### src/rtl/slc_regs.vh
/*
 * Constants for the line supervision controller: timing counts at a
 * 10 MHz system clock, reset values and state codes.
 * Assumes it is included by bare name from rtl/ files only.
 */
`ifndef SLC_REGS_VH
`define SLC_REGS_VH

// ==========================================================
// Clock and timing
`define SLC_CLK_HZ 10000000
`define SLC_PWRUP_MS 100
`define SLC_UNBAL_S 5
`define SLC_POLL_S 5
`define SLC_WAKE_MS 80
`define SLC_SAMPLE_US 1000
`define SLC_PWRUP_CYC (`SLC_CLK_HZ / 1000 * `SLC_PWRUP_MS)
`define SLC_UNBAL_CYC (`SLC_CLK_HZ * `SLC_UNBAL_S)
`define SLC_POLL_CYC (`SLC_CLK_HZ * `SLC_POLL_S)
`define SLC_WAKE_CYC (`SLC_CLK_HZ / 1000 * `SLC_WAKE_MS)
`define SLC_SAMPLE_CYC (`SLC_CLK_HZ / 1000000 * `SLC_SAMPLE_US)

// ==========================================================
// Widths and reset values
`define SLC_CNT_W 27
`define SLC_DB_W 8
`define SLC_DB_DEF 8'h14
`define SLC_CNT_ZERO 27'h0000000
`define SLC_DB_ZERO 8'h00
`define SLC_DB_ONE 8'h01

// ==========================================================
// One-hot controller states
`define SLC_ST_W 5
`define SLC_ST_PWRUP 5'h01
`define SLC_ST_RUN 5'h02
`define SLC_ST_DOWN 5'h04
`define SLC_ST_WAKE 5'h08
`define SLC_ST_IDLE 5'h10

`endif

### src/rtl/slc_debounce.v
/*
 * Hook-state debouncer: a three-stage synchroniser followed by a
 * stability filter counted in sample ticks.
 * Assumes a free-running sys_clk and a one-cycle sample tick.
 */
`timescale 1ns/1ps
`include "slc_regs.vh"

module slc_debounce (
  // Clock and reset
  input wire sys_clk,
  input wire nrst,
  // Raw pin and filter setup
  input wire raw_in,
  input wire sample_tick,
  input wire [`SLC_DB_W-1:0] stable_cnt,
  // Filtered level
  output reg level_q
);

  reg s1_q;
  reg s2_q;
  reg s3_q;
  reg [`SLC_DB_W-1:0] run_q;

  // ==========================================================
  // Synchroniser; s1_q is read only by s2_q
  always @(posedge sys_clk) begin
    if (!nrst) begin
      s1_q <= 1'b0;
      s2_q <= 1'b0;
      s3_q <= 1'b0;
    end else begin
      s1_q <= raw_in;
      s2_q <= s1_q;
      s3_q <= s2_q;
    end
  end

  // ==========================================================
  // Accept a change only after it held for stable_cnt samples
  always @(posedge sys_clk) begin
    if (!nrst) begin
      run_q <= `SLC_DB_ZERO;
      level_q <= 1'b0;
    end else if (s2_q != s3_q || s3_q == level_q) begin
      run_q <= `SLC_DB_ZERO; // Any bounce restarts the count
    end else if (sample_tick) begin
      if (run_q + `SLC_DB_ONE >= stable_cnt) begin
        level_q <= s3_q;
        run_q <= `SLC_DB_ZERO;
      end else begin
        run_q <= run_q + `SLC_DB_ONE;
      end
    end
  end

endmodule // slc_debounce

### src/rtl/slc_ctrl.v
/*
 * Local controller for a subscriber line interface: power-up
 * sequencing, hook debounce, unbalance watchdog with power-down and
 * polling, ringing and line reversal control.
 * Assumes device pins arrive asynchronously and user orders come
 * from logic on sys_clk.
 */
`timescale 1ns/1ps
`include "slc_regs.vh"

// Overview of operation
// - Dial breaks pulse hook low; controller debounces
// - Unbalance held over 5 s forces power down
// - After unbalance power down, poll every 5 s
// - Unbalance flag masked while ringing is on
// - Controller drops ringing input after trip
// - Reverse input low except when reversal wanted
// - Off-hook wakes from idle power down; mask 80 ms break
module slc_ctrl #(
  parameter [`SLC_CNT_W-1:0] PWRUP_CYC = `SLC_PWRUP_CYC,
  parameter [`SLC_CNT_W-1:0] UNBAL_CYC = `SLC_UNBAL_CYC,
  parameter [`SLC_CNT_W-1:0] POLL_CYC = `SLC_POLL_CYC,
  parameter [`SLC_CNT_W-1:0] WAKE_CYC = `SLC_WAKE_CYC,
  parameter [`SLC_CNT_W-1:0] SAMPLE_CYC = `SLC_SAMPLE_CYC
) (
  // Clock and reset
  input wire sys_clk,
  input wire nrst,
  // Device indications
  input wire hook_state_out,
  input wire unbalance_flag,
  // Device controls
  output reg power_down_in,
  output reg ringing_control_in,
  output reg line_reverse_in,
  // User orders
  input wire usr_ring_req,
  input wire usr_reverse_req,
  input wire usr_idle_req,
  input wire [`SLC_DB_W-1:0] usr_db_samples,
  // User status
  output reg usr_off_hook_q,
  output reg usr_trip_q,
  output reg usr_unbal_fault_q,
  output wire usr_ready
);

  reg [`SLC_ST_W-1:0] state_q;
  reg [`SLC_CNT_W-1:0] tmr_q;
  reg [`SLC_CNT_W-1:0] ub_cnt_q;
  reg [`SLC_CNT_W-1:0] smp_q;
  reg ub1_q;
  reg ub2_q;
  reg ub3_q;
  reg ub_lvl_q;
  reg off_hook_prev_q;
  wire hook_db;
  wire sample_tick;
  wire st_run;
  wire st_wake;

  // State decode by full code, not by a bare bit position
  assign sample_tick = (smp_q == `SLC_CNT_ZERO);
  assign st_run = (state_q == `SLC_ST_RUN);
  assign st_wake = (state_q == `SLC_ST_WAKE);
  assign usr_ready = st_run;

  // ==========================================================
  // Debounce sample timebase
  always @(posedge sys_clk) begin
    if (!nrst) begin
      smp_q <= `SLC_CNT_ZERO;
    end else if (sample_tick) begin
      smp_q <= SAMPLE_CYC - 27'h0000001;
    end else begin
      smp_q <= smp_q - 27'h0000001;
    end
  end

  // ==========================================================
  // Hook debouncer; zero setting is treated as one sample
  slc_debounce u_db (
    .sys_clk(sys_clk),
    .nrst(nrst),
    .raw_in(hook_state_out),
    .sample_tick(sample_tick),
    .stable_cnt(usr_db_samples),
    .level_q(hook_db)
  );

  // ==========================================================
  // Unbalance synchroniser, agreeing stages decide the level
  always @(posedge sys_clk) begin
    if (!nrst) begin
      ub1_q <= 1'b0;
      ub2_q <= 1'b0;
      ub3_q <= 1'b0;
      ub_lvl_q <= 1'b0;
    end else begin
      ub1_q <= unbalance_flag;
      ub2_q <= ub1_q;
      ub3_q <= ub2_q;
      if (ub2_q == ub3_q) begin
        ub_lvl_q <= ub3_q;
      end
    end
  end

  // ==========================================================
  // Unbalance duration counter; ringing masks and clears it.
  // The wake window is normal feed too, so it keeps counting there.
  always @(posedge sys_clk) begin
    if (!nrst) begin
      ub_cnt_q <= `SLC_CNT_ZERO;
    end else if (!ub_lvl_q || ringing_control_in ||
        !(st_run || st_wake)) begin
      ub_cnt_q <= `SLC_CNT_ZERO;
    end else if (ub_cnt_q != UNBAL_CYC) begin
      ub_cnt_q <= ub_cnt_q + 27'h0000001;
    end
  end

  // ==========================================================
  // Main sequencer: power-up, run, fault poll, idle, wake
  always @(posedge sys_clk) begin
    if (!nrst) begin
      state_q <= `SLC_ST_PWRUP;
      tmr_q <= `SLC_CNT_ZERO;
      power_down_in <= 1'b1;
      usr_unbal_fault_q <= 1'b0;
    end else begin
      case (state_q)
        `SLC_ST_PWRUP: begin
          power_down_in <= 1'b1;
          if (tmr_q + 27'h0000001 >= PWRUP_CYC) begin
            tmr_q <= `SLC_CNT_ZERO;
            power_down_in <= 1'b0;
            state_q <= `SLC_ST_RUN;
          end else begin
            tmr_q <= tmr_q + 27'h0000001;
          end
        end
        `SLC_ST_RUN: begin
          tmr_q <= `SLC_CNT_ZERO;
          if (ub_cnt_q == UNBAL_CYC) begin
            power_down_in <= 1'b1;
            usr_unbal_fault_q <= 1'b1;
            state_q <= `SLC_ST_DOWN;
          end else if (usr_idle_req && !hook_db) begin
            power_down_in <= 1'b1; // Save power while on hook
            state_q <= `SLC_ST_IDLE;
          end
        end
        `SLC_ST_DOWN: begin
          // Poll: after each period try normal operation again
          if (tmr_q + 27'h0000001 >= POLL_CYC) begin
            tmr_q <= `SLC_CNT_ZERO;
            power_down_in <= 1'b0;
            usr_unbal_fault_q <= 1'b0;
            state_q <= `SLC_ST_RUN;
          end else begin
            tmr_q <= tmr_q + 27'h0000001;
          end
        end
        `SLC_ST_IDLE: begin
          tmr_q <= `SLC_CNT_ZERO;
          if (hook_db || !usr_idle_req) begin
            power_down_in <= 1'b0;
            state_q <= `SLC_ST_WAKE;
          end
        end
        `SLC_ST_WAKE: begin
          // Hook status forced off-hook here so the power-up break is hidden;
          // the debounced hook lags the pin, so wait for it to return,
          // but at most two windows so an on-hook wake cannot stall
          if (tmr_q + 27'h0000001 >= WAKE_CYC &&
              (hook_db || tmr_q >= WAKE_CYC + WAKE_CYC)) begin
            tmr_q <= `SLC_CNT_ZERO;
            state_q <= `SLC_ST_RUN;
          end else begin
            tmr_q <= tmr_q + 27'h0000001;
          end
        end
        default: begin
          state_q <= `SLC_ST_PWRUP;
          tmr_q <= `SLC_CNT_ZERO;
          power_down_in <= 1'b1;
        end
      endcase
    end
  end

  // ==========================================================
  // Hook status to user, forced off-hook through the wake mask window
  always @(posedge sys_clk) begin
    if (!nrst) begin
      usr_off_hook_q <= 1'b0;
      off_hook_prev_q <= 1'b0;
    end else begin
      off_hook_prev_q <= hook_db;
      if (st_wake) begin
        usr_off_hook_q <= 1'b1;
      end else if (st_run) begin
        usr_off_hook_q <= hook_db;
      end
    end
  end

  // ==========================================================
  // Ringing and reversal drive; trip drops ringing ourselves
  always @(posedge sys_clk) begin
    if (!nrst) begin
      ringing_control_in <= 1'b0;
      line_reverse_in <= 1'b0;
      usr_trip_q <= 1'b0;
    end else begin
      line_reverse_in <= usr_reverse_req && st_run;
      if (!st_run || !usr_ring_req) begin
        ringing_control_in <= 1'b0;
        if (!usr_ring_req) begin
          usr_trip_q <= 1'b0;
        end
      end else if (ringing_control_in && hook_db && !off_hook_prev_q) begin
        ringing_control_in <= 1'b0;
        usr_trip_q <= 1'b1;
      end else if (!usr_trip_q && !hook_db) begin
        ringing_control_in <= 1'b1;
      end
    end
  end

endmodule // slc_ctrl

### config.mk
export PLATFORM = sky130hd
export DESIGN_NAME = slc_ctrl
export DESIGN_NICKNAME = d
export VERILOG_FILES = /design/src/rtl/slc_debounce.v /design/src/rtl/slc_ctrl.v
export VERILOG_INCLUDE_DIRS = /design/src /design/src/rtl
export SDC_FILE = /design/constraint.sdc
export NUM_CORES = 1
export LEC_CHECK = 0
export BUFFER_PORTS_ARGS = -buffer_cell sky130_fd_sc_hd__buf_2
export CAP_MARGIN = 20
export CORE_MARGIN = 2
export CORE_UTILIZATION = 40
export CTS_BUF_LIST = sky130_fd_sc_hd__clkbuf_2
export DETAILED_ROUTE_END_ITERATION = 6
export PLACE_DENSITY = 0.55
export SLEW_MARGIN = 40
export SYNTH_ARGS = -nofsm -noshare
export SYNTH_HDL_FRONTEND = slang
export SYNTH_HIERARCHICAL = 1
export SYNTH_SLANG_ARGS = --single-unit
### constraint.sdc
create_clock -name sys_clk -period 4.8 [get_ports sys_clk]
set_input_delay 0.96 -clock sys_clk [delete_from_list [all_inputs] [get_ports sys_clk]]
set_output_delay 0.96 -clock sys_clk [all_outputs]
set_load 0.02 [all_outputs]
==> results by group, run 1 <==
Outcome
  • Status: finished, final reports clean

STA
  • RSZ-0062 raised after global routing: no
  • Setup Skew: 0.0433 ns
  • Slew HR: 0.535
  • Worst-margin pin slew: ~0.69 ns
  • Final worst slack: 1.05 ns
  • Final hold viol count: 0
  • Final slew viol count: 0
  • Final cycle utilization of the critical path: 0.781
  • Final setup viols: 0
  • WHS: 0.473 ns
  • Final TNS setup: 0 ns
  • Final min period: 3.75 ns
  • F_max: around 270 MHz

Power
  • NetSw: 648 uW
  • Reg power frac: 0.552
  • Logic pwr share: 0.244
  • Pwr dens: 317 nW/um^2
  • Clk pwr share: 0.204
  • Internal: approximately 1.3 mW
  • Leakage power: around 2.1 nW
  • Max VDD drop: approximately 190 uV
  • Sw Ratio: 0.340

Floorplan
  • Die span in y: 124 microns
  • Die ar.: 15500 sq um
  • Rows: between 40 and 50
  • Ports: 22
  • Chip width: 124 microns
  • Initial Util: 0.413
  • Core footprint: between 10000 and 15000 sq um

Critical path
  • Critical path, cell by cell: ha_1, and3_1, nand4_1, xor2_1, or4_1, a211o_1, a41o_2, a211oi_4, buf_4, nor3_1
  • Critical path's top delay family: simple AND/OR/NAND/NOR gates
  • CP Capture Type: flop
  • Worst r2r src: tmr_q[0]$_SDFF_PN0_
  • Slowest CP cell: or4_1
  • CP Launch Point: tmr_q[0]$_SDFF_PN0_
  • Worst Path Buf+Inv: 1
  • Critical path arrival: 4.23 ns
  • Kind of critical path: reg -> reg
  • CP Data Required Time: 5.28 ns
  • Critical path launch point type: flop
  • Critical path fanouts, max: 18
  • Slowest stage delay, CP: 0.54 ns

Finish
  • # nets final: 692
  • Layout cells sized above 1: 0.123
  • Synthesis-to-finish area growth: 3.67%
  • Design Area, Final: 6010 sq um
  • Final core utilization: 0.428
  • Diodes inserted: 0

Global routing
  • Largest net degree at the start of global routing: 28
  • Initial antenna violation count: 0
  • Grt total ovfl: 0
  • All-Layer GR Usage: 0.157
  • First-pass GRT wire length: 20600 microns
  • Vias in the first global route: 4376

Place
  • Post-DP HPWL: 8510 microns
  • Pre-CTS setup slack: approximately 1.1 ns
  • Dpl cell area: roughly 5900 sq um
  • Placer Congestion: 0.874
  • Port Buffers: 21

Route
  • WL final: 11800 microns
  • DR vias: 4554
  • # DRC: 0
  • 1st-pass router iterations: 7
  • Number of vias per cell: ~5.4
  • WL/cell: 14.0 microns
  • Routed Antenna Nets: 0
  • Detailed Route Iter0 Violations: 304

Yosys
  • Synth unique cells: 84
  • Syn_nets: about 690
  • Mean Syn Cell Area: 8.78 sq um
  • Number of synthesized register bits: 109
  • Number of flops mapped to enable cells by yosys: 0
  • Ys flop type: dfxtp_1
  • Sequential area share after synthesis: 0.377
  • Cell Area, Synth: 5800 sq um
  • Cells after synthesis: 660
  • Ys async rst share: 0
  • YS warnings: 6

CTS
  • Cts repair resizes: 0
  • Root Driver: clkbuf_2
  • Clock sink count: approximately 110
  • Reg clk slew, reported paths: between 0.2 and 0.3 ns
  • Setup bufs post-CTS: 0
  • CTS Buffer Depth: 2
  • Num CTS Buffers: 9
  • H-tree depth: 3
  • CTS tree: yes
  • Post-CTS Hold Buffers: 0
  • Clock insertion delay at the later pin of the skew report: slightly above 0.6 ns

Min path
  • Hold path start: ub3_q$_SDFF_PN0_
  • Worst min-delay path category: reg -> reg

Run
  • Max_cap viols: 0
==> stage by stage <==
step	std cells	total power, mW
after floorplan	660	1.44
after global placement	832	1.52
after detailed placement	832	1.53
after CTS	848	1.94
after global routing	848	2.04
final	848	1.91
==> cell usage in the layout (no fill, tap or decap), drive strengths merged, types with 3 or more instances in the layout <==
cell type | Yosys | routed
a211o | 3 | 3
xnor2 | 35 | 35
nand3b | 5 | 5
nand2 | 46 | 46
and4 | 5 | 5
o2111ai | 3 | 3
o211ai | 3 | 3
and3 | 13 | 13
a211oi | 7 | 7
o21ai | 19 | 19
a31oi | 7 | 7
clkinv | 1 | 3
nor4b | 4 | 4
a21o | 3 | 3
xor2 | 38 | 38
nor3 | 42 | 42
and2 | 12 | 12
inv | 27 | 30
or4 | 11 | 11
nand2b | 3 | 3
nor2 | 75 | 75
buf | 13 | 23
clkbuf | 18 | 10
nand3 | 33 | 33
o21a | 5 | 5
ha | 14 | 14
nor4 | 19 | 19
a21oi | 24 | 24
nand4 | 17 | 17
or3 | 13 | 13
dfxtp | 109 | 109
==> worst register-to-register path: cells and delay by family, from the launching register on <==
kind / cells / cell delay [ns]
AO/OA/AOI/OAI: 3 / 1.13
XOR/XNOR: 1 / 0.21
adder cells (fa/ha/maj): 1 / 0.23
buffers and inverters: 1 / 0.37
flip-flops: 1 / 0.48
AND/OR/NAND/NOR: 4 / 1.24
==> per-layer routing <==
metal	GRT usage	vias up	wire length, microns
met5	0	-	0
met4	0.0423	0	97
met3	0.0430	8	371
met2	0.263	57	5700
met1	0.200	2147	5670
li1	-	2342	-
==> synthesized netlist by cell type (12+ instances only) <==
master | instances | area [sq um]
inv_1 | 26 | 97.6
nand3_1 | 32 | 160
clkbuf_1 | 12 | 45.0
a21oi_1 | 24 | 120
nor2_1 | 75 | 282
ha_1 | 14 | 175
dfxtp_1 | 109 | 2180
xor2_1 | 38 | 333
nand4_1 | 15 | 93.8
o21ai_0 | 14 | 70.1
and3_1 | 12 | 75.1
xnor2_1 | 35 | 307
nor4_1 | 15 | 93.8
nand2_1 | 44 | 165
nor3_1 | 31 | 155
==> cell type report <==
| cell class | count | area, sq um |
|---|---|---|
| fill | 1389 | 8030 |
| multi-input combinational | 492 | 3280 |
| sequential | 109 | 2180 |
| tap | 180 | 225 |
| timing repair buffer | 23 | 120 |
| inverter | 28 | 105 |
| clock buffer | 10 | 50.0 |
| clock inverter | 6 | 45.0 |
==> registers in the layout (all words and copies together), names as in the netlist, 5 cells and up <==
register	flops
smp_q	27
state_q	5
ub_cnt_q	27
u_db/run_q	8
tmr_q	27
==> final timing paths <==
| check | slack, ns | end | cells past startpoint |
|---|---|---|---|
| worst max-delay path | 1.05 | tmr_q[8]$_SDFF_PN0_ | 10 |
| worst min-delay path | 0.47 | ub_lvl_q$_SDFFE_PN0N_ | 2 |
| worst max register to register | 1.05 | tmr_q[8]$_SDFF_PN0_ | 10 |
| worst min register to register | 0.47 | ub_lvl_q$_SDFFE_PN0N_ | 2 |
==> kinds of logic (layout without fill, tap and decap cells) <==
logic type / Yosys count / after routing / synth area share
multiplexers: 2 / 2 / 0.00367
flip-flops: 109 / 109 / 0.377
AO/OA/AOI/OAI: 94 / 94 / 0.118
buffers and inverters: 59 / 67 / 0.0598
adder cells (fa/ha/maj): 14 / 14 / 0.0302
AND/OR/NAND/NOR: 308 / 308 / 0.301
XOR/XNOR: 73 / 73 / 0.110
other: 1 / 1 / 0.000647
==> power groups by stage <==
| stage | Sequential [mW] | Combinational [mW] | Clock [mW] |
|---|---|---|---|
| after floorplan | 1.06 | 0.389 | 0 |
| after global placement | 1.06 | 0.453 | 0 |
| after detailed placement | 1.07 | 0.464 | 0 |
| after CTS | 1.05 | 0.468 | 0.417 |
| after global routing | 1.06 | 0.529 | 0.448 |
| final | 1.05 | 0.465 | 0.390 |
Note: power is estimated with default switching activity, not from simulation.
==> inputs of run 2 (changes only) <==
--- a/config.mk
+++ b/config.mk
@@ -12,7 +12,7 @@
 export CORE_UTILIZATION = 40
 export CTS_BUF_LIST = sky130_fd_sc_hd__clkbuf_2
 export DETAILED_ROUTE_END_ITERATION = 6
-export PLACE_DENSITY = 0.55
+export PLACE_DENSITY = 0.57
 export SLEW_MARGIN = 40
 export SYNTH_ARGS = -nofsm -noshare
 export SYNTH_HDL_FRONTEND = slang
==> constraint.sdc (replaced) <==
create_clock -name sys_clk -period 3.2 [get_ports sys_clk]
set_input_delay 0.64 -clock sys_clk [delete_from_list [all_inputs] [get_ports sys_clk]]
set_output_delay 0.64 -clock sys_clk [all_outputs]
set_load 0.02 [all_outputs]
==> results by group, run 2 (synthesis gave the netlist of run 1 again) <==
Critical path
  • Slowest stage delay, CP: 0.66 ns (was 0.54 ns)
  • Slowest CP cell: or4_4 (was or4_1)
  • Critical path arrival: 3.66 ns (was 4.23 ns)
  • Critical path fanouts, max: 10 (was 18)
  • Critical path's top delay family: simple AND/OR/NAND/NOR gates (unchanged)
  • Worst R2R Path Depth: 8 (was 10)
  • CP Capture Type: flop (unchanged)
  • Critical path, cell by cell: nand4_2, or4_4, nor3_1, o22ai_1, nor4_2, a211oi_4, or4_1, o32a_1 (was ha_1, and3_1, nand4_1, xor2_1, or4_1, a211o_1, a41o_2, a211oi_4, buf_4, nor3_1)
  • Kind of critical path: reg -> reg (unchanged)
  • Critical path launch point type: flop (unchanged)
  • CP Depth: 8 (was 10)
  • CP Data Required Time: 3.74 ns (was 5.28 ns)
  • Worst Path Buf+Inv: 0 (was 1)

CTS
  • Clock insertion delay at the later pin of the skew report: 0.64 ns (was 0.62 ns)
  • CTS tree: yes (unchanged)
  • Root Driver: clkbuf_2 (unchanged)
  • Num CTS Buffers: 9 (unchanged)
  • CTS Buffer Depth: 2 (unchanged)
  • H-tree depth: 3 (unchanged)
  • Reg clk slew, reported paths: 0.34 ns (was 0.29 ns)
  • Clock sink count: 109 (unchanged)

Floorplan
  • Chip width: 124 microns (unchanged)
  • Die ar.: 15500 sq um (unchanged)
  • Initial Util: 0.413 (unchanged)
  • Core footprint: 14000 sq um (unchanged)
  • Ports: 22 (unchanged)
  • Rows: 43 (unchanged)
  • Die span in y: 124 microns (unchanged)

STA
  • Final worst slack: 0.0888 ns (was 1.05 ns)
  • F_max: 321 MHz (was 267 MHz)
  • Final cycle utilization of the critical path: 0.972 (was 0.781)
  • Setup Skew: 0.0429 ns (was 0.0433 ns)
  • Final hold viol count: 0 (unchanged)
  • Worst-margin pin slew: 0.538 ns (was 0.692 ns)
  • Slew HR: 0.638 (was 0.535)
  • Final min period: 3.11 ns (was 3.75 ns)
  • RSZ-0062 raised after global routing: yes (was no)
  • Final slew viol count: 0 (unchanged)
  • WHS: 0.209 ns (was 0.473 ns)
  • Final setup viols: 0 (unchanged)

Power
  • Total power: 3.07 mW (was 1.91 mW)
  • Pwr dens: 482 nW/um^2 (was 317 nW/um^2)
  • Max VDD drop: 351 uV (was 191 uV)
  • Leakage power: 2.32 nW (was 2.12 nW)

Global routing
  • First-pass GRT wire length: 21300 microns (was 20600 microns)
  • Met1 GRT Util: 0.215 (was 0.200)
  • Layer with the highest usage: met2 (unchanged)
  • Largest net degree at the start of global routing: 28 (unchanged)
  • M2 GR Usage: 0.263 (unchanged)
  • Initial antenna violation count: 0 (unchanged)
  • M3 GR Usage: 0.0258 (was 0.0430)
  • Vias in the first global route: 4559 (was 4376)
  • All-Layer GR Usage: 0.162 (was 0.157)
  • Grt total ovfl: 0 (unchanged)

Route
  • 1st-pass router iterations: 5 (was 7)
  • WL final: 12500 microns (was 11800 microns)
  • Number of vias per cell: 5.39 (was 5.37)
  • DR vias: 4738 (was 4554)
  • Routed Antenna Nets: 0 (unchanged)
  • WL/cell: 14.2 microns (was 14.0 microns)
  • # DRC: 0 (unchanged)
  • Detailed Route Iter0 Violations: 218 (was 304)

Place
  • Placer Congestion: 0.905 (was 0.874)
  • Pre-CTS setup slack: 0.0471 ns (was 1.08 ns)
  • Port Buffers: 21 (unchanged)
  • Post-DP HPWL: 8930 microns (was 8510 microns)

Finish
  • Synthesis-to-finish area growth: 9.95% (was 3.67%)
  • Diodes inserted: 0 (unchanged)
  • # nets final: 723 (was 692)
  • Layout cells sized above 1: 0.186 (was 0.123)
  • Most common cell after layout, fill and taps aside: dfxtp_1 (unchanged)
  • Commonest cells after routing, fill and taps aside: dfxtp_1, nor2_1, nand2_1 (unchanged)
  • Final core utilization: 0.454 (was 0.428)
  • Biggest regs: smp_q: 27 flops, tmr_q: 27 flops, ub_cnt_q: 27 flops (unchanged)

Min path
  • Worst min-delay path category: in -> reg (was reg -> reg)
  • Hold Path Cell Cnt: 2 (unchanged)

Outcome
  • Status: finished, final reports clean (unchanged)

Run
  • Max_cap viols: 0 (unchanged)
-- run 2: changes by cell type in the layout (fill, tap and decap cells not counted), sizes merged --
cell	previous run	this run
bufinv	0	1
clkinvlp	1	0
clkbuf	10	9
buf	23	54
clkinv	3	4
-- run 2: layout make-up --
| cell class | instances | area (sq um) |
|---|---|---|
| Inverter | 28 | 105 |
| Clock buffer | 9 | 45.0 |
| Timing Repair Buffer | 54 | 360 |
| Clock inverter | 7 | 92.6 |
| Multi-Input combinational cell | 492 | 3350 |
| Sequential cell | 109 | 2190 |
| Fill cell | 1346 | 7670 |
| Tap cell | 180 | 225 |
-- run 2: metal layers --
metal  up-vias  part of all wire
li1       2405                 -
met4         0             0.025
met1      2213              0.47
met2        98              0.47
met3        22             0.034
met5         -                 0
-- run 2: stage by stage --
stage                     TNS [ns]  cell area, sq um  cells
final                            0              6370    879
after global routing       -0.0259              6370    879
after floorplan                  0              5810    660
after detailed placement         0              6140    861
after CTS                        0              6280    877
after global placement           0              6140    861
-- run 2: path summary, 6_finish.rpt --
path	slack [ns]	startpoint	end
hold reg to reg	0.44	ub3_q$_SDFF_PN0_	ub_lvl_q$_SDFFE_PN0N_
hold / removal	0.21	unbalance_flag	ub1_q$_SDFF_PN0_
setup reg to reg	0.09	tmr_q[15]$_SDFF_PN0_	power_down_in$_SDFFE_PN1P_
setup / recovery	0.09	tmr_q[15]$_SDFF_PN0_	power_down_in$_SDFFE_PN1P_
-- run 2: timing repair --
item / in CTS / in global routing
cloned: 0 / 0
pin swaps: 0 / 2
resized for setup: 1 / 21
buffers inserted: 0 / 2
hold buffers: 0 / 0
endpoints found under the setup margin: 1 / 32
-- run 2: report_power, final --
part	total [mW]	internal (mW)	switching, mW
Sequential	1.58	1.48	0.0963
Clock	0.711	0.204	0.508
Combinational	0.782	0.349	0.434
Total	3.07	2.03	1.04
